[src/mmod_pkg.sv]
package mmod_pkg;

	// Address map and widths
	localparam int          PM_W          = 24;
	localparam int          DM_W          = 16;
	localparam int          AW            = 14;
	localparam logic [13:0] OVL_BASE      = 14'h2000;
	localparam logic [13:0] PM_ZERO       = 14'h0000;
	localparam int          OVL_BIT       = 13;
	localparam int          BOOT_WORDS    = 32;
	localparam logic [5:0]  BOOT_LAST     = 6'h1F;
	localparam int          MMR_COUNT     = 32;
	localparam logic [13:0] MMR_BASE      = 14'h3FE0;

	// Register map
	localparam logic [3:0]  REG_OVLAY     = 4'h0;
	localparam logic [3:0]  REG_WAIT      = 4'h1;
	localparam logic [3:0]  REG_STATUS    = 4'h2;
	localparam logic [3:0]  REG_FLAG      = 4'h3;

	// Reset values
	localparam logic [1:0]  OVL_RST       = 2'h0;
	localparam logic [2:0]  WAIT_RST      = 3'h7;
	localparam logic        WMODE_RST     = 1'b0;
	localparam int          WAIT_W        = 3;
	localparam int          WSTR_W        = 4;

	typedef enum logic [1:0] {
		MMOD_OVL_INT,
		MMOD_OVL_EXT1,
		MMOD_OVL_EXT2,
		MMOD_OVL_RSVD
	} mmod_ovl_e;

	typedef enum logic [1:0] {
		MMOD_BOOT_NONE,
		MMOD_BOOT_BYTE,
		MMOD_BOOT_HOST
	} mmod_boot_e;

	// Latched strap image
	typedef struct packed {
		logic full_mode;
		logic ack_open_drain;
		mmod_boot_e boot;
		logic low_pm_ext;
	} mmod_strap_s;

	// Memory access request
	typedef struct packed {
		logic        req;
		logic        is_pm;
		logic        wr;
		logic [13:0] addr;
	} mmod_acc_s;

	// Decoded external access
	typedef struct packed {
		logic        ext;
		logic        internal;
		logic [13:0] ext_addr;
	} mmod_dec_s;

endpackage : mmod_pkg

[src/mmod_ovl_dec.sv]
`timescale 1ns/1ps
`default_nettype none
// Overlay decode for one memory space
module mmod_ovl_dec (
	input  wire logic                 i_host_mode, // Host memory mode
	input  wire logic                 i_low_ext,   // Low half external (PM)
	input  wire logic [1:0]           i_ovl,       // Overlay select
	input  wire mmod_pkg::mmod_acc_s  i_acc,       // Access request
	output logic                      o_rsvd,      // Reserved select seen
	output mmod_pkg::mmod_dec_s       o_dec        // Decode result
);
	import mmod_pkg::*;

	wire upper   = i_acc.addr[OVL_BIT];
	wire ext_up  = upper && (i_ovl == MMOD_OVL_EXT1 || i_ovl == MMOD_OVL_EXT2);
	wire ext_low = !upper && i_low_ext;
	wire hi_bit  = (i_ovl == MMOD_OVL_EXT2);

	// Host mode has only A0 out, so upper bits are dropped
	wire [13:0] full_a = {hi_bit, i_acc.addr[12:0]};
	wire [13:0] host_a = {13'h0000, i_acc.addr[0]};

	assign o_rsvd           = i_acc.req && upper && (i_ovl == MMOD_OVL_RSVD);
	assign o_dec.ext        = i_acc.req && (ext_up || ext_low);
	assign o_dec.internal   = i_acc.req && !(ext_up || ext_low);
	assign o_dec.ext_addr   = i_host_mode ? host_a : full_a;
endmodule : mmod_ovl_dec
`default_nettype wire

[src/mmod_boot_mem.sv]
`timescale 1ns/1ps
`default_nettype none
// Boot image staging memory, registered read
module mmod_boot_mem (
	input  wire logic        i_clk,  // Clock
	input  wire logic        i_we,   // Write enable
	input  wire logic [4:0]  i_wa,   // Write index
	input  wire logic [23:0] i_wd,   // Write word
	input  wire logic [4:0]  i_ra,   // Read index
	output logic      [23:0] o_rd    // Read word, registered
);
	logic [23:0] mem [0:31];

	// No reset: contents only meaningful once loaded
	always_ff @(posedge i_clk) begin
		if (i_we) begin
			mem[i_wa] <= i_wd;
		end
		o_rd <= mem[i_ra];
	end
endmodule : mmod_boot_mem
`default_nettype wire

[src/mmod_top.sv]
// Functional notes
// - Memory mode strap is sampled while reset is held; pin shared with flag two.
// - After reset the shared pin is a normal flag; latched mode never changes.
// - Byte DMA boot loads 32 program words before any execution.
// - Straps 1/1/0: no boot, execute from external zero, full memory mode.
// - Host DMA boot holds execution until program word 0 is written.
// - 000 or 110 selects full mode; C=1,B=0 selects host mode.
// - Host mode with ack strap low: ack pin driven both ways.
// - Host mode with ack strap high: ack pin is open drain, pulled up outside.
// - Full mode program memory is 24 bits with two 8K external overlays.
// - Program upper half: overlay 0 internal, 1/2 external with A13 0/1.
// - Host mode overlays use only A0; no external program execution.
// - Data memory 16 bits, 16K internal with 32 mapped registers, two overlays.
// - Data upper half: overlay 0 internal, 1/2 external with A13 0/1.
// - Internal data accesses take one cycle, no waits.
// - External data accesses stretched by wait count and wait mode bit.
// - On reset release with boot configured and no bus request, boot then run at 0.
`timescale 1ns/1ps
`default_nettype none
module mmod_top (
	input  wire logic                 i_clk,        // 50 MHz clock
	input  wire logic                 i_rst,        // Async reset, high
	// Strap and shared flag pins
	input  wire logic                 i_mode_a,     // Boot source strap
	input  wire logic                 i_mode_b,     // Low PM placement strap
	input  wire logic                 i_mode_d,     // Ack drive strap
	input  wire logic                 i_pf2_in,     // Flag two pin level
	output logic                      o_pf2_out,    // Flag two drive value
	output logic                      o_pf2_oe,     // Flag two enable
	input  wire logic                 i_bus_req,    // External bus request
	// Host acknowledge pin
	input  wire logic                 i_host_ack,   // Ack from host logic
	output logic                      o_ack_out,    // Ack pin value
	output logic                      o_ack_oe,     // Ack pin enable
	// Boot sources
	input  wire logic                 i_byte_memory_dma_vld,   // Byte DMA word valid
	input  wire logic [23:0]          i_byte_memory_dma_word,  // Byte DMA word
	input  wire logic                 i_host_wr,    // Host DMA write
	input  wire logic                 i_host_pm,    // Host write to PM
	input  wire logic [13:0]          i_host_addr,  // Host write address
	// Core access
	input  wire mmod_pkg::mmod_acc_s  i_acc,        // Core memory access
	output logic                      o_run,        // Core may execute
	output logic [13:0]               o_start_pc,   // First fetch address
	output logic                      o_start_ext,  // First fetch external
	output logic                      o_stall,      // Access stall
	output logic                      o_ext_sel,    // External select
	output logic [13:0]               o_ext_addr,   // External address
	output logic                      o_ext_fault,  // Illegal host fetch
	output logic [4:0]                o_boot_ra,    // Boot mem read index
	output logic [23:0]               o_boot_rd,    // Boot mem read word
	// Register port
	input  wire logic [3:0]           i_addr,       // Register index
	input  wire logic [15:0]          i_wdata,      // Write data
	input  wire logic                 i_wr,         // Write strobe
	input  wire logic                 i_rd,         // Read strobe
	output logic [15:0]               o_rdata       // Read data
);
	import mmod_pkg::*;

	// Pin synchronisers for straps, flag and bus request
	logic [3:0] sy1_r;
	logic [3:0] sy2_r;
	logic       breq_s1_r;
	logic       breq_s2_r;
	// No reset here on purpose: the strap latch reads sy2_r
	// while reset is held, so the pins must keep flowing then.
	// A reset to zero would hand the latch zeros at release
	// and every part would boot by byte DMA in full mode.
	// Pins stay stable through reset, so two stages settle
	// well inside the minimum reset length.
	always_ff @(posedge i_clk) begin
		sy1_r     <= {i_pf2_in, i_mode_d, i_mode_b, i_mode_a};
		sy2_r     <= sy1_r;
		breq_s1_r <= i_bus_req;
		breq_s2_r <= breq_s1_r;
	end
	wire s_a = sy2_r[0];
	wire s_b = sy2_r[1];
	wire s_d = sy2_r[2];
	wire s_c = sy2_r[3];

	// Straps sampled under reset: reset is async, so a held reset
	// is observed by a synchronised copy and the latch follows it
	logic rst_s1_r;
	logic rst_s2_r;
	always_ff @(posedge i_clk or posedge i_rst) begin
		if (i_rst) begin
			rst_s1_r <= 1'b1;
			rst_s2_r <= 1'b1;
		end else begin
			rst_s1_r <= 1'b0;
			rst_s2_r <= rst_s1_r;
		end
	end
	wire in_reset = rst_s2_r;

	// Strap pattern decode
	wire pat_full_boot = !s_c && !s_b && !s_a;
	wire pat_full_none = s_c && s_b && !s_a;
	wire pat_host      = s_c && !s_b;
	mmod_strap_s strap_nxt;
	always_comb begin
		strap_nxt = '0;
		strap_nxt.full_mode      = pat_full_boot || pat_full_none;
		strap_nxt.ack_open_drain = pat_host && s_d;
		strap_nxt.low_pm_ext     = pat_full_none;
		if (pat_host && s_a) begin
			strap_nxt.boot = MMOD_BOOT_HOST;
		end else if (pat_full_none) begin
			strap_nxt.boot = MMOD_BOOT_NONE;
		end else begin
			strap_nxt.boot = MMOD_BOOT_BYTE;
		end
	end

	// Held while reset is seen, frozen afterwards
	mmod_strap_s strap_r;
	logic        bus_req_r;
	always_ff @(posedge i_clk) begin
		if (in_reset) begin
			strap_r   <= strap_nxt;
			bus_req_r <= breq_s2_r;
		end
	end
	wire host_mode = !strap_r.full_mode;

	// Programmable flag two: software owned once out of reset
	logic pf_dir_r;
	logic pf_val_r;
	assign o_pf2_oe  = pf_dir_r && !in_reset;
	assign o_pf2_out = pf_val_r;

	// Ack pin: push-pull or open drain
	assign o_ack_out = strap_r.ack_open_drain ? 1'b0 : i_host_ack;
	assign o_ack_oe  = host_mode && !in_reset &&
		(strap_r.ack_open_drain ? !i_host_ack : 1'b1);

	// Boot sequencing
	typedef enum logic [1:0] {
		MMOD_ST_RESET,
		MMOD_ST_WAIT,
		MMOD_ST_LOAD,
		MMOD_ST_RUN
	} mmod_st_e;
	mmod_st_e   st_r;
	mmod_st_e   st_nxt;
	logic [5:0] cnt_r;
	logic [5:0] cnt_nxt;

	wire boot_byte = strap_r.boot == MMOD_BOOT_BYTE;
	wire boot_host = strap_r.boot == MMOD_BOOT_HOST;
	wire pm0_wr    = i_host_wr && i_host_pm && i_host_addr == PM_ZERO;
	wire bword     = i_byte_memory_dma_vld && boot_byte && st_r == MMOD_ST_LOAD;

	// Bus request defers boot until released
	always_comb begin
		st_nxt  = st_r;
		cnt_nxt = cnt_r;
		case (st_r)
			MMOD_ST_RESET: begin
				if (!in_reset) begin
					st_nxt = MMOD_ST_WAIT;
				end
			end
			MMOD_ST_WAIT: begin
				// Live synchronised request only: a request held
				// at release defers boot, and boot starts once it
				// drops; the latched copy is kept for status only
				if (breq_s2_r) begin
					st_nxt = MMOD_ST_WAIT;
				end else if (strap_r.boot == MMOD_BOOT_NONE) begin
					st_nxt = MMOD_ST_RUN;
				end else begin
					st_nxt = MMOD_ST_LOAD;
				end
			end
			MMOD_ST_LOAD: begin
				if (boot_byte && bword) begin
					cnt_nxt = cnt_r + 6'h01;
					if (cnt_r[4:0] == BOOT_LAST[4:0]) begin
						st_nxt = MMOD_ST_RUN;
					end
				end
				if (boot_host && pm0_wr) begin
					st_nxt = MMOD_ST_RUN;
				end
			end
			MMOD_ST_RUN: st_nxt = MMOD_ST_RUN;
			default: st_nxt = MMOD_ST_RESET;
		endcase
	end

	always_ff @(posedge i_clk or posedge i_rst) begin
		if (i_rst) begin
			st_r  <= MMOD_ST_RESET;
			cnt_r <= 6'h00;
		end else begin
			st_r  <= st_nxt;
			cnt_r <= cnt_nxt;
		end
	end
	wire bus_waiting = bus_req_r;

	assign o_run       = st_r == MMOD_ST_RUN;
	assign o_start_pc  = PM_ZERO;
	assign o_start_ext = strap_r.boot == MMOD_BOOT_NONE;

	// Boot words staged for the program memory loader
	mmod_boot_mem u_boot_mem (
		.i_clk (i_clk),
		.i_we  (bword),
		.i_wa  (cnt_r[4:0]),
		.i_wd  (i_byte_memory_dma_word),
		.i_ra  (o_boot_ra),
		.o_rd  (o_boot_rd)
	);
	assign o_boot_ra = i_acc.addr[4:0];

	// Overlay select registers, reserved value tolerated
	logic [1:0] pm_ovl_r;
	logic [1:0] dm_ovl_r;
	logic [2:0] dm_external_wait_count_r;
	logic       wmode_r;
	logic       rsvd_seen_r;

	mmod_acc_s pm_acc;
	mmod_acc_s dm_acc;
	mmod_dec_s pm_dec;
	mmod_dec_s dm_dec;
	wire       pm_rsvd;
	wire       dm_rsvd;
	always_comb begin
		pm_acc     = i_acc;
		pm_acc.req = i_acc.req && i_acc.is_pm;
		dm_acc     = i_acc;
		dm_acc.req = i_acc.req && !i_acc.is_pm;
	end

	mmod_ovl_dec u_pm_dec (
		.i_host_mode (host_mode),
		.i_low_ext   (strap_r.low_pm_ext),
		.i_ovl       (pm_ovl_r),
		.i_acc       (pm_acc),
		.o_rsvd      (pm_rsvd),
		.o_dec       (pm_dec)
	);
	mmod_ovl_dec u_dm_dec (
		.i_host_mode (host_mode),
		.i_low_ext   (1'b0),
		.i_ovl       (dm_ovl_r),
		.i_acc       (dm_acc),
		.o_rsvd      (dm_rsvd),
		.o_dec       (dm_dec)
	);

	// PM external in host mode cannot execute: flag it
	assign o_ext_fault = host_mode && pm_dec.ext && !i_acc.wr;
	assign o_ext_sel   = pm_dec.ext || dm_dec.ext;
	assign o_ext_addr  = pm_dec.ext ? pm_dec.ext_addr : dm_dec.ext_addr;

	// Wait stretch for external data only; mode bit makes it twice the count plus one
	function automatic logic [3:0] wait_len(input logic [2:0] n,
						input logic m);
		wait_len = m ? {n, 1'b1} : {1'b0, n};
	endfunction

	logic [3:0] ws_r;
	wire start_ws = dm_dec.ext && ws_r == 4'h0 &&
		wait_len(dm_external_wait_count_r, wmode_r) != 4'h0;
	assign o_stall = start_ws || ws_r > 4'h1;
	always_ff @(posedge i_clk or posedge i_rst) begin
		if (i_rst) begin
			ws_r <= 4'h0;
		end else if (start_ws) begin
			ws_r <= wait_len(dm_external_wait_count_r, wmode_r);
		end else if (ws_r != 4'h0) begin
			ws_r <= ws_r - 4'h1;
		end
	end

	// Register writes
	wire wr_ovl  = i_wr && i_addr == REG_OVLAY;
	wire wr_wait = i_wr && i_addr == REG_WAIT;
	wire wr_flag = i_wr && i_addr == REG_FLAG;
	always_ff @(posedge i_clk or posedge i_rst) begin
		if (i_rst) begin
			pm_ovl_r    <= OVL_RST;
			dm_ovl_r    <= OVL_RST;
			dm_external_wait_count_r     <= WAIT_RST;
			wmode_r     <= WMODE_RST;
			pf_dir_r    <= 1'b0;
			pf_val_r    <= 1'b0;
			rsvd_seen_r <= 1'b0;
		end else begin
			if (wr_ovl) begin
				pm_ovl_r <= i_wdata[1:0];
				dm_ovl_r <= i_wdata[5:4];
			end
			if (wr_wait) begin
				dm_external_wait_count_r <= i_wdata[2:0];
				wmode_r <= i_wdata[15];
			end
			if (wr_flag) begin
				pf_dir_r <= i_wdata[0];
				pf_val_r <= i_wdata[1];
			end
			// Set wins over clear on the same cycle
			if (pm_rsvd || dm_rsvd) begin
				rsvd_seen_r <= 1'b1;
			end else if (wr_ovl && i_wdata[8]) begin
				rsvd_seen_r <= 1'b0;
			end
		end
	end

	// Read mux; unmapped reads return zero
	wire [15:0] rd_mux =
		(i_addr == REG_OVLAY)  ? {7'h00, rsvd_seen_r, 2'h0,
					  dm_ovl_r, 2'h0, pm_ovl_r} :
		(i_addr == REG_WAIT)   ? {wmode_r, 12'h000, dm_external_wait_count_r} :
		(i_addr == REG_STATUS) ? {8'h00, o_run, bus_waiting,
					  strap_r.boot, strap_r.low_pm_ext,
					  strap_r.ack_open_drain, host_mode,
					  strap_r.full_mode} :
		(i_addr == REG_FLAG)   ? {13'h0000, s_c, pf_val_r, pf_dir_r} :
		16'h0000;

	always_ff @(posedge i_clk or posedge i_rst) begin
		if (i_rst) begin
			o_rdata <= 16'h0000;
		end else if (i_rd) begin
			o_rdata <= rd_mux;
		end else begin
			o_rdata <= 16'h0000;
		end
	end
endmodule : mmod_top
`default_nettype wire

[config.mk]
export PLATFORM = sky130hd
export DESIGN_NAME = mmod_top
export DESIGN_NICKNAME = d
export VERILOG_FILES = /design/src/mmod_pkg.sv /design/src/mmod_ovl_dec.sv /design/src/mmod_boot_mem.sv /design/src/mmod_top.sv
export SDC_FILE = /design/constraint.sdc
export NUM_CORES = 1
export LEC_CHECK = 0
export BUFFER_PORTS_ARGS = -buffer_cell sky130_fd_sc_hd__buf_2
export CORE_UTILIZATION = 46
export DETAILED_ROUTE_END_ITERATION = 16
export PLACE_DENSITY = 0.67
export SYNTH_ARGS = -nofsm -noshare
export SYNTH_HDL_FRONTEND = slang
export SYNTH_SLANG_ARGS = --single-unit
[constraint.sdc]
create_clock -name i_clk -period 3 [get_ports i_clk]
set_input_delay 0.45 -clock i_clk [delete_from_list [all_inputs] [get_ports i_clk]]
set_output_delay 0.45 -clock i_clk [all_outputs]
set_load 0.05 [all_outputs]
==> Yosys cells after proc, flatten, opt, wreduce, memory -nomap -nowiden <==
Memory sizes are Yosys's and may differ from the RTL's. A register that Yosys moved wholly into a read port is not among the register bits.
Cells that the tools add are included.
{ "totals": {"ff_bits": 57, "ram_bits": 768, "inputBits": 88, "wordCells": 131, "memories": 1} }
{ "classes": {"add_sub_neg": 2, "n_lt_le_gt_ge": 1, "eq_ne": 18, "mux": 25, "n_reduce_logical": 62} }
{ "memory_table": {"columns": ["memory", "depth", "width", "read_ports", "rd_clocked_by_memory_dff", "wr", "line_no", "text"], "rows": [
  ["u_boot_mem.mem", 32, 24, 1, 1, 1, "mmod_boot_mem.sv:12", "logic [23:0] mem [0:31];"]
]} }
{ "ops": {"columns": ["op", "n"], "rows": [
  ["16-bit two-way mux", 3],
  ["14-bit two-way mux", 3],
  ["1-bit logical AND", 35],
  ["2-bit == test (second input constant)", 7],
  ["14-bit logical NOT", 1],
  ["4-bit two-way mux", 3],
  ["2-bit two-way mux", 5],
  ["1-bit logical NOT", 9],
  ["2-bit by 1-bit == test with 1-bit output (second input constant)", 4],
  ["4-bit by 2-bit == test with 1-bit output (second input constant)", 2],
  ["4-bit logical NOT", 2],
  ["1-bit two-way mux", 8],
  ["8-bit two-way mux", 1],
  ["2-bit one-hot mux with 4 select lines", 1],
  ["4-bit nonzero test", 2],
  ["1-bit logical OR", 7],
  ["6-bit by 1-bit adder with 6-bit output (second input constant)", 1],
  ["3-bit by 1-bit != test with 1-bit output (second input constant)", 2],
  ["5-bit == test (second input constant)", 1],
  ["4-bit by 1-bit == test with 1-bit output (second input constant)", 1],
  ["4-bit by 1-bit greater-than comparator with 1-bit output (second input constant)", 1],
  ["2-bit logical NOT", 2],
  ["2-bit nonzero test", 2],
  ["4-bit by 1-bit subtractor with 4-bit output (second input constant)", 1],
  ["other kinds (4)", 4]
]} }

==> Depth between registers and ports, before layout <==
Gate-level depths: netlist (run 1).
{ "depth": {"depth_word": 7, "ltp_mapped": 8, "depth_no_buf": 7} }

==> Modules after synthesis <==
A second synthesis (run 1) with hierarchy kept.
{ "unflattened": {"hier_cells": 1975, "hier_area_um2": 33306.9} }
{ "modules_own_cells": {"columns": ["mod", "n_inst", "cells_per_inst", "area_each_um2", "seq_area_each_um2"], "rows": [
  ["mmod_boot_mem", 1, 1711, 30483.0, 23542.6],
  ["mmod_top", 1, 218, 2433.6, 1237.4],
  ["mmod_ovl_dec", 2, 23, 195.2, 0.0]
]} }

==> Least setup slack after synthesis (run 1) <==
Ideal clock, no wire load.
{ "synth_path": {"path_type": "input -> register", "start": "input i_byte_memory_dma_vld", "end": "memory u_boot_mem.mem[28][0] (enable)", "setup_time_ps": 405, "t_arrival_ps": 2276, "required_time_ps": 2595, "setup_slack_ps": 320, "cell_stages": 4, "path_cell_list": "nand2_1 > nor4b_4 > nand2_1 > nor2_1"} }
{ "synth_between": {"elab_chain_cells": 4} }
{ "synth_lines": {"columns": ["element", "line_no", "text"], "rows": [
  ["from (decl)", "mmod_top.sv:36", "input wire logic i_byte_memory_dma_vld,"],
  ["1-bit logical AND (2 in series)", "mmod_top.sv:154", "wire bword = i_byte_memory_dma_vld && boot_byte && st_r == MMOD_ST_LOAD;"],
  ["1-bit two-way mux", "mmod_boot_mem.sv:16", "if (i_we) begin"],
  ["1-bit two-way mux (implied by the code)", "mmod_boot_mem.sv:17", "mem[i_wa] <= i_wd;"],
  ["to (decl)", "mmod_boot_mem.sv:12", null]
]} }
No other way between the ends.

==> Final worst setup path (run 1) <==
{ "layout_path": {"start": "register dm_ovl_r[1]", "end": "output o_stall"} }
{ "layout_between": {"elab_chain_cells": 7, "word_cells_on_any_way": 8, "cone_classes": "eq/ne: 2; reduce/logical: 6"} }
{ "layout_lines": {"columns": ["element", "line_no", "text"], "rows": [
  ["from (decl)", "mmod_top.sv:222", "logic [1:0] dm_ovl_r;"],
  ["from (signal assigned)", "mmod_top.sv:298", "dm_ovl_r <= i_wdata[5:4];"],
  ["2-bit by 1-bit == test with 1-bit output / 2-bit == test (equally long branches)", "mmod_ovl_dec.sv:15", "wire ext_up = upper && (i_ovl == MMOD_OVL_EXT1 || i_ovl == MMOD_OVL_EXT2);"],
  ["1-bit logical OR *", "mmod_ovl_dec.sv:15", null],
  ["1-bit logical AND *", "mmod_ovl_dec.sv:15", null],
  ["1-bit logical AND *", "mmod_ovl_dec.sv:24", "assign o_dec.ext = i_acc.req && (ext_up || ext_low);"],
  ["1-bit logical AND * (2 in series)", "mmod_top.sv:269", "wire start_ws = dm_dec.ext && ws_r == 4'h0 &&"],
  ["1-bit logical OR *", "mmod_top.sv:271", "assign o_stall = start_ws || ws_r > 4'h1;"],
  ["to (decl)", "mmod_top.sv:46", "output logic o_stall,"]
]} }
Every way passes the cells marked *; elsewhere a longest branch is shown, timed or not.

==> flow_metrics.tcl, run 1 <==
set metrics [dict create \
    hold_violations 0 \
    peakVddDrop_mv 0.413 \
    row_count 97 \
    comb_power_share_pct 9.7 \
    clock_latency_ps 630 \
    synth_area_leaders "edfxtp_1, mux2i_1, dfrtp_1" \
    wl_per_cell_um 22.9 \
    die_area_mm2 0.0727 \
    synth-edff-count 774 \
    drtPass1Iterations 5 \
    yosys.area.top_type "edfxtp_1" \
    maxCapViolCount 0 \
    place_congestion 0.832 \
    status "complete, no violations" \
    arrival_ps 2430 \
    start_kind "register" \
    die_height_um 270 \
    syn2layout_area_growth_pct 15.1 \
    hold_class "in2reg" \
    ys_warn_count 0 \
    power_density_mw_per_mm2 688 \
    syn_avg_cell_area_um2 17.0 \
    grt_use_total_pct 19.9 \
    htree_levels 3 \
    post-synth-top-count-cell "edfxtp_1" \
    power.internal_uw 19900 \
    portBuffers 140 \
    grt_pass1_wl_mm 109 \
    synthCells 1938 \
    end_kind "output pin" \
    first_iter_violations 1682 \
    cts.sink_count 842 \
    core_area_mm2 0.0705 \
    critical_path_class "reg2out" \
    grt_pass1_vias 17957 \
    relSlewSlack_pct 41.5 \
    fin_crit_sh_pct 95.8 \
    slew_viol_final 0 \
    worst_pin_slew_ps 877 \
    numCtsBuffers 81 \
    netSwitchingFraction_pct 23.8 \
    die_w_um 270 \
    nets 2261 \
    setup_ws_ps 125 \
    dp_hpwl_mm 43.0 \
    diodes 0 \
    ios 170 \
    ys.flop_type "edfxtp_1" \
    power_uw 26100 \
    switchingPower_uw 6220 \
    fmax_mhz 348 \
    drcViolationCount 0 \
    leakagePower_uw 0.0138 \
    power_frac_seq_pct 52.5 \
    fin_setup_tns_ps 0 \
    routed-via-count 17688 \
    dp_slack_ps 457 \
    clockPowerShare_pct 37.9 \
    ys_ff_latch 842 \
    clock_skew_ps 28.3 \
    setup_viol 0 \
    min_period_ps 2880 \
    cts-root-buf "clkbuf_16" \
    cts_tree "done" \
    drive_gt1_share_pct 18.7 \
    vias_per_cell 5.58 \
    synth.distinct_cells 49 \
    critPathRequiredTime_ps 2550 \
    crit_path_max_fanout 6 \
    synth_top_cell_area_share_pct 70.5 \
    drtAntennaViolNets 0 \
    grt_max_degree 69 \
    async_reset_ff_share_pct 4.04 \
    clockBufferDepth 3 \
    syn_area_mm2 0.0330 \
    drt-total-wl_mm 72.7 \
    seq_area_frac_synth_pct 75.2 \
    gr-total-overflow 0 \
    rsz0062_at_grt "no" \
    clk_pin_slew_ps 60 \
    grt_antenna_before_repair 6 \
    initial_core_util_pct 46.7 \
    yosys-top-cells-count "edfxtp_1, mux2i_1, nand2_1" \
    fillers 5442 \
]
power by group through the flow:
stage                     Sequential (uW)  Clock [uW]  Combinational [uW]
after global placement              13900           0                2420
final                               13700        9890                2520
after detailed placement            13900           0                2490
after global routing                13700       10500                2700
after CTS                           13700       10000                2510
after floorplan                     14000           0                1450
metal layers:
metal  vias to the layer above  part of all wire (%)  global-route usage, %
met4                         4                   2.4                   5.67
li1                       7958                     -                      -
met1                      8984                    43                   28.0
met3                       120                   6.7                   3.36
met5                         -                 0.032                      0
met2                       622                    47                   31.9
sequential cells by signal, indices dropped and copies added (netlist names):
| signal | flops |
|---|---|
| wmode_r | 1 |
| rsvd_seen_r | 1 |
| pf_dir_r | 1 |
| dm_external_wait_count_r | 3 |
| in_reset | 1 |
| sy1_r | 4 |
| o_rdata | 10 |
| u_boot_mem.o_rd | 24 |
| bus_req_r | 1 |
| st_r | 2 |
| dm_ovl_r | 2 |
| rst_s1_r | 1 |
| ws_r | 4 |
| sy2_r | 4 |
| strap_r | 5 |
| pm_ovl_r | 2 |
| o_pf2_out | 1 |
| u_boot_mem.mem | 768 |
| breq_s2_r | 1 |
| cnt_r | 5 |
| breq_s1_r | 1 |
layout make-up:
class	instances	area [um^2]	area share, %
inverters	10	37.5	0.0990
multi-input cells	976	7490	19.7
repair buffers	251	1860	4.91
well taps	940	1180	3.10
clock buffers	108	2190	5.77
flip-flops and latches	842	24800	65.3
clock inverters	42	398	1.05
stage by stage:
stage	hold WS (ps)	util (%)	area, um^2	cells
2_1_floorplan	310	-	33000	1958
3_3_place_gp	311	50.0	35300	3011
3_5_place_dp	312	50.0	35300	3011
4_1_cts	50.2	53.8	37900	3167
5_1_grt	70.5	53.8	37900	3169
6_report	79.7	53.8	37900	3169
cells in the final DEF (no fill, tap or decap), types with 4 or more instances in the layout:
cell	instances
inv_6	4
a21oi_1	76
clkinv_2	10
mux2_2	12
nor2_2	30
dfxtp_1	34
a22oi_1	72
buf_2	138
edfxtp_1	774
nand3_1	79
nand2b_1	4
conb_1	21
a31oi_1	24
clkinv_1	17
nor2_4	4
nor3_1	29
a22o_1	48
nor2b_1	5
nand2_1	87
clkbuf_1	21
nor4_1	6
clkbuf_8	6
dfrtp_1	29
o21ai_0	7
ha_1	11
bufinv_16	6
dfstp_2	5
clkbuf_16	81
nor2_1	11
dlygate4sd3_1	6
nand3b_1	4
mux2i_1	393
buf_12	24
xnor2_1	4
buf_4	82
inv_1	10
and2_1	18
logic make-up after synthesis:
logic type | count (synthesis) | synth area share, %
simple gates | 298 | 4.35
xor+xnor | 4 | 0.106
buf+inv | 140 | 2.69
other cells | 1 | 0.0114
flops | 842 | 75.2
mux | 405 | 12.3
compound gates | 237 | 4.88
fa+ha+maj | 11 | 0.418
critical path, stage by stage (launching register included):
cell      delay [ps]
dfrtp_1          420
ha_1             290
or3_4            410
nor2_4           170
o41ai_1          120
o211ai_1         140
buf_4            250
final timing paths:
check	start	end	slack, ps	cells past startpoint
min in group asynchronous	i_rst	wmode_r	470	4
max in group asynchronous	i_rst	dm_external_wait_count_r[1]	2170	4
max reg2reg	strap_r[2]	u_boot_mem.mem[22][11]	640	4
max	dm_ovl_r[1]	o_stall	120	6
min reg2reg	sy1_r[3]	sy2_r[3]	330	0
min	i_wdata[5]	dm_ovl_r[1]	80	2
what timing repair did:
item,in CTS,in global routing
endpoints found under the hold margin,34,0
gates cloned,0,0
endpoints found under the setup margin,1,1
resized for setup,3,1
hold buffers,6,0
buffers inserted,0,2
Note: power is estimated with default switching activity, not from simulation.
==> run 2: changes to the inputs <==
--- a/config.mk
+++ b/config.mk
@@ -11,4 +11,5 @@
 export PLACE_DENSITY = 0.67
 export SYNTH_ARGS = -nofsm -noshare
 export SYNTH_HDL_FRONTEND = slang
+export SYNTH_HIERARCHICAL = 1
 export SYNTH_SLANG_ARGS = --single-unit
==> run 2 against run 1 <==
Compared with the run above:
- flip-flop and latch count stayed put
- power is 1.0% lower
- largest power group unchanged
- routed wire length up 4.1%
- die area rose by 1.0%
- highest routed layer unchanged
- worst hold slack worse by 39 ps
- critical path type unchanged
- via count is 0.88% higher
- clock power is 5% higher
- combinational power shrank 17%
- first-iteration DRC count decreased by 8.5%
- clock skew down 7.7 ps
- critical path depth increased by 1
==> flow_metrics.tcl, run 2 <==
set metrics [dict create \
    numCtsBuffers 86 \
    multiInputGateArea_mm2 0.00785 \
    min_period_ps 2900 \
    comb_power_share_pct 8.0 \
    arrival_ps 2450 \
    vias_per_cell 5.57 \
    final_cells 3206 \
    drcViolationCount 0 \
    critPathRequiredTime_ps 2550 \
    die_w_um 271 \
    grt_use_total_pct 20.6 \
    grt_pass1_wl_mm 111 \
    drt-total-wl_mm 75.6 \
    grt_antenna_before_repair 8 \
    leakagePower_uw 0.0139 \
    peakVddDrop_mv 0.546 \
    r2r_cells 6 \
    critical_path_class "reg2out" \
    maxCapViolCount 0 \
    dp_slack_ps 519 \
    synthCells 1973 \
    hp-start "i_wdata[5]" \
    holdWs_ps 40.2 \
    first_iter_violations 1539 \
    hold_class "in2reg" \
    netSwitchingFraction_pct 22.7 \
    setup_viol 0 \
    grtUsageMet1_pct 27.9 \
    final_cell_mix "edfxtp_1, mux2i_1, buf_2, nand2_1, clkbuf_16" \
    fin_crit_sh_pct 96.6 \
    portBuffers 140 \
    cts-root-buf "clkbuf_16" \
    relSlewSlack_pct 56.7 \
    worst_pin_slew_ps 649 \
    dp_cells 3038 \
    largest_register "u_boot_mem/mem" \
    drive_gt1_share_pct 19.9 \
    start_kind "register" \
    use_met2_pct 34.3 \
    clockBufferDepth 3 \
    clock_skew_ps 20.6 \
    grt_max_degree 73 \
    power.internal_uw 20000 \
    routed-via-count 17844 \
    dp_hpwl_mm 43.5 \
    crit_start "pm_ovl_r[0]" \
    row_count 98 \
    mostFrequentLayoutCell "edfxtp_1" \
    syn_avg_cell_area_um2 16.9 \
    largest_reg_flops 768 \
    biggestRegsByFlops "u_boot_mem/mem: 768 flops, u_boot_mem/o_rd: 24 flops, o_rdata: 10 flops" \
    clockPowerShare_pct 40.3 \
    drtAntennaViolNets 0 \
    status "complete, no violations" \
    die_area_mm2 0.0735 \
    placed_area_mm2 0.0356 \
    place_congestion 0.807 \
    grt_pass1_vias 17808 \
    top_usage_layer "met2" \
    power_density_mw_per_mm2 672 \
    clk_pin_slew_ps 60 \
    cts.sink_count 842 \
    syn_area_mm2 0.0333 \
    wl_per_cell_um 23.6 \
    core_area_mm2 0.0716 \
    register_area_mm2 0.0248 \
    grt_use_met3_pct 3.34 \
    htree_levels 3 \
    switchingPower_uw 5850 \
    clock_latency_ps 630 \
    fmax_mhz 345 \
    ys_warn_count 6 \
    end_kind "output pin" \
    setup_ws_ps 102 \
    fillers 5598 \
    min_path_cells 3 \
    worstReg2RegStart "st_r[0]" \
    power_frac_seq_pct 51.6 \
    die_height_um 271 \
    syn2layout_area_growth_pct 15.5 \
    hold_violations 0 \
    initial_core_util_pct 46.5 \
    crit_path_max_fanout 7 \
    drtPass1Iterations 6 \
    cts_tree "done" \
    gr-total-overflow 0 \
    nets 2281 \
    slew_viol_final 0 \
    rsz0062_at_grt "no" \
    power_uw 25800 \
    ios 170 \
    fin_area_mm2 0.0385 \
]
## run 2: cell count changes in the layout (fill, tap and decap cells not counted), moves of 6 or more
cell	change
nand2_1	+7
nor2b_1	+9
and2_1	-14
buf_4	-22
nor2b_2	+20
mux2_2	+6
clkbuf_16	+7
## run 2: stage by stage
stage	setup TNS, ps	util [%]
after CTS	0	53.7
after global placement	0	49.7
final	0	53.7
after global routing	0	53.7
after floorplan	-10770	-
after detailed placement	0	49.7
## run 2: layout make-up
cell class | instances | area share [%]
repair buffers | 236 | 4.73
clock inverters | 39 | 1.03
well taps | 950 | 3.09
inverters | 8 | 0.0781
clock buffers | 119 | 6.21
multi-input cells | 1011 | 20.4
flip-flops and latches | 842 | 64.4
diodes | 1 | 0.00651
## run 2: power groups by stage
stage | registers, uW | clock network [uW] | logic, uW
6_report | 13300 | 10400 | 2080
5_1_grt | 13400 | 11000 | 2220
4_1_cts | 13300 | 10600 | 2080
3_5_place_dp | 13600 | 0 | 2060
3_3_place_gp | 13600 | 0 | 2010
2_1_floorplan | 13700 | 0 | 1220
## run 2: timing repair
item / CTS / global route
resized for setup: 3 / 4
endpoints found under the setup margin: 14 / 14
buffers inserted: 0 / 1
gates cloned: 0 / 1
hold endpoints to repair: 35 / 0
hold buffers: 7 / 0
pin swaps: 0 / 1
## run 2: final timing paths
| path | slack, ps | endpoint |
|---|---|---|
| setup / recovery | 100 | o_ext_addr[2] |
| hold / removal | 40 | dm_ovl_r[1] |
| setup reg to reg | 540 | u_boot_mem/mem[16][13] |
| hold reg to reg | 320 | sy2_r[1] |
| max in group asynchronous | 2160 | dm_external_wait_count_r[1] |
| min in group asynchronous | 500 | st_r[1] |
## run 2: worst max-delay path, stage by stage, from the launching register on
cell,delay [ps]
dfrtp_1,390
inv_1,60
ha_1,280
nand2b_1,180
a21boi_4,200
buf_4,180
mux2_2,340
buf_2,210
## run 2: layer usage
| metal | vias up | routed length, um |
|---|---|---|
| li1 | 8067 | - |
| met1 | 9040 | 31400 |
| met2 | 617 | 37400 |
| met3 | 116 | 5340 |
| met4 | 4 | 1470 |
| met5 | - | 22 |
==> run 3: changes to the inputs <==
--- a/config.mk
+++ b/config.mk
@@ -6,9 +6,11 @@
 export NUM_CORES = 1
 export LEC_CHECK = 0
 export BUFFER_PORTS_ARGS = -buffer_cell sky130_fd_sc_hd__buf_2
+export CELL_PAD_IN_SITES_DETAIL_PLACEMENT = 1
+export CELL_PAD_IN_SITES_GLOBAL_PLACEMENT = 1
 export CORE_UTILIZATION = 46
 export DETAILED_ROUTE_END_ITERATION = 16
-export PLACE_DENSITY = 0.67
+export PLACE_DENSITY = 0.75
 export SYNTH_ARGS = -nofsm -noshare
 export SYNTH_HDL_FRONTEND = slang
 export SYNTH_HIERARCHICAL = 1
==> run 3 against run 2 <==
Compared with the run above:
- power is essentially flat
- via count grew 4.3%
- maximum frequency shrank 1.1%
- worst hold slack gained 27 ps
- global-route usage grew 3.1 points
- non-clock buffer count grew 18
- flip-flop and latch count is the same
- critical path type unchanged
- largest cell class unchanged
==> flow_metrics.tcl, run 3 (same netlist as run 2, synthesis figures left out) <==
set metrics [dict create \
    worstReg2RegStart "st_r[0]" \
    holdWs_ps 66.8 \
    clockBufferDepth 3 \
    dp_cells 3055 \
    core_area_mm2 0.0716 \
    relSlewSlack_pct 50.9 \
    dp_slack_ps 447 \
    dp_hpwl_mm 51.4 \
    endpoint "o_ext_addr[13]" \
    power_density_mw_per_mm2 671 \
    end_kind "output pin" \
    die_w_um 271 \
    syn2layout_area_growth_pct 15.5 \
    grt_antenna_before_repair 3 \
    clock_latency_ps 640 \
    wl_met2_mm 44.1 \
    numCtsBuffers 87 \
    setup_ws_ps 70.3 \
    crit_path_max_fanout 8 \
    ios 170 \
    status "complete, no violations" \
    drtPass1Iterations 5 \
    hold_class "in2reg" \
    arrival_ps 2480 \
    first_iter_violations 1662 \
    fin_area_mm2 0.0384 \
    routed.top_layer "met5" \
    cts.sink_count 842 \
    grt_max_degree 43 \
    grt_use_total_pct 23.7 \
    drcViolationCount 0 \
    row_count 98 \
    final_cell_mix "edfxtp_1, mux2i_1, buf_2, nand2_1, clkbuf_16" \
    route.met3.wl_mm 5.22 \
    slowest_delay_ps 380 \
    portBuffers 140 \
    maxCapViolCount 0 \
    peakVddDrop_mv 0.580 \
    critical_path_class "reg2out" \
    drtAntennaViolNets 0 \
    biggestRegsByFlops "u_boot_mem/mem: 768 flops, u_boot_mem/o_rd: 24 flops, o_rdata: 10 flops" \
    cts_tree "done" \
    fillers 6658 \
    clock_skew_ps 24.1 \
    placed_area_mm2 0.0356 \
    rrSetupSlack_ps 400 \
    largest_reg_flops 768 \
    drt-total-wl_mm 87.1 \
    cp_cell_sequence "inv_1 > ha_1 > nand2b_1 > a21boi_2 > buf_4 > mux2_2 > buf_2" \
    start_kind "register" \
    initial_core_util_pct 46.5 \
    die_height_um 271 \
    grt_pass1_wl_mm 128 \
    wl_per_cell_um 27.0 \
    critPathRequiredTime_ps 2550 \
    r2r_end "u_boot_mem/mem[16][12]" \
    nets 2300 \
    vias_per_cell 5.77 \
    setup_viol 0 \
    leakagePower_uw 0.0139 \
    r2r_cells 5 \
    slew_viol_final 0 \
    cpMaxStageDelayCell "dfrtp_1" \
    die_area_mm2 0.0735 \
    place_congestion 0.791 \
    final_cells 3226 \
    largest_register "u_boot_mem/mem" \
    rsz0062_at_grt "yes" \
    htree_levels 3 \
    fmax_mhz 341 \
    drt-met1-wl_mm 36.0 \
    clk_pin_slew_ps 60 \
    grt_pass1_vias 19882 \
    mostFrequentLayoutCell "edfxtp_1" \
    fin_crit_sh_pct 97.7 \
    cts-root-buf "clkbuf_16" \
    hold_violations 0 \
    crit_start "pm_ovl_r[0]" \
    drive_gt1_share_pct 20.4 \
    gr-total-overflow 0 \
    worst_pin_slew_ps 734 \
    routed-via-count 18604 \
    min_period_ps 2930 \
]
-- run 3: area by class of cell --
| cell class | instances | area (um^2) | share of cell area [%] |
|---|---|---|---|
| multi-input combinational | 1011 | 7870 | 20.5 |
| inverter | 8 | 30.0 | 0.0781 |
| clock buffer | 127 | 2430 | 6.32 |
| tap | 950 | 1190 | 3.09 |
| clock inverter | 33 | 265 | 0.690 |
| timing repair buffer | 254 | 1880 | 4.89 |
| antenna | 1 | 2.50 | 0.00651 |
| sequential | 842 | 24800 | 64.5 |
-- run 3: report_power, final --
| part | switching (uW) | internal, uW | total, uW |
|---|---|---|---|
| Combinational | 1470 | 711 | 2180 |
| Clock | 4380 | 5880 | 10300 |
| Sequential | 238 | 13100 | 13400 |
| Total | 6090 | 19700 | 25800 |
-- run 3: critical path, delay by kind of cell (launching register included) --
| kind | cells | cell delay (ps) |
|---|---|---|
| buffers and inverters | 3 | 470 |
| flip-flops | 1 | 380 |
| multiplexers | 1 | 340 |
| adder cells (fa/ha/maj) | 1 | 290 |
| AO/OA/AOI/OAI | 1 | 190 |
| AND/OR/NAND/NOR | 1 | 180 |
-- run 3: routing by layer --
layer	GRT usage (%)	up-vias
met5	0	-
met4	6.56	2
met3	3.83	139
met2	40.7	646
met1	31.1	9696
li1	-	8121
-- run 3: how the worst min path moves through the flow --
stage	endpoint	slack, ps	startpoint	cells past startpoint
after detailed placement	sy2_r[3]	310	sy1_r[3]	0
after floorplan	breq_s2_r	310	breq_s1_r	0
after global placement	sy2_r[2]	310	sy1_r[2]	0
after CTS	wmode_r	40	i_wdata[15]	2
after global routing	wmode_r	50	i_wdata[15]	2
final	wmode_r	70	i_wdata[15]	2
-- run 3: stage by stage --
stage	TNS, ps	util (%)	power, uW
after detailed placement	0	49.8	15700
final	0	53.7	25800
after global routing	-96.8	53.7	26600
after global placement	0	49.8	15600
after floorplan	-10770	-	14900
after CTS	0	53.7	26000
-- run 3: repair_timing --
action | in CTS | in global routing
resized for setup | 1 | 5
cloned | 0 | 1
endpoints found under the hold margin | 36 | 0
setup endpoints to repair | 1 | 15
setup buffers | 0 | 1
hold buffers | 8 | 0
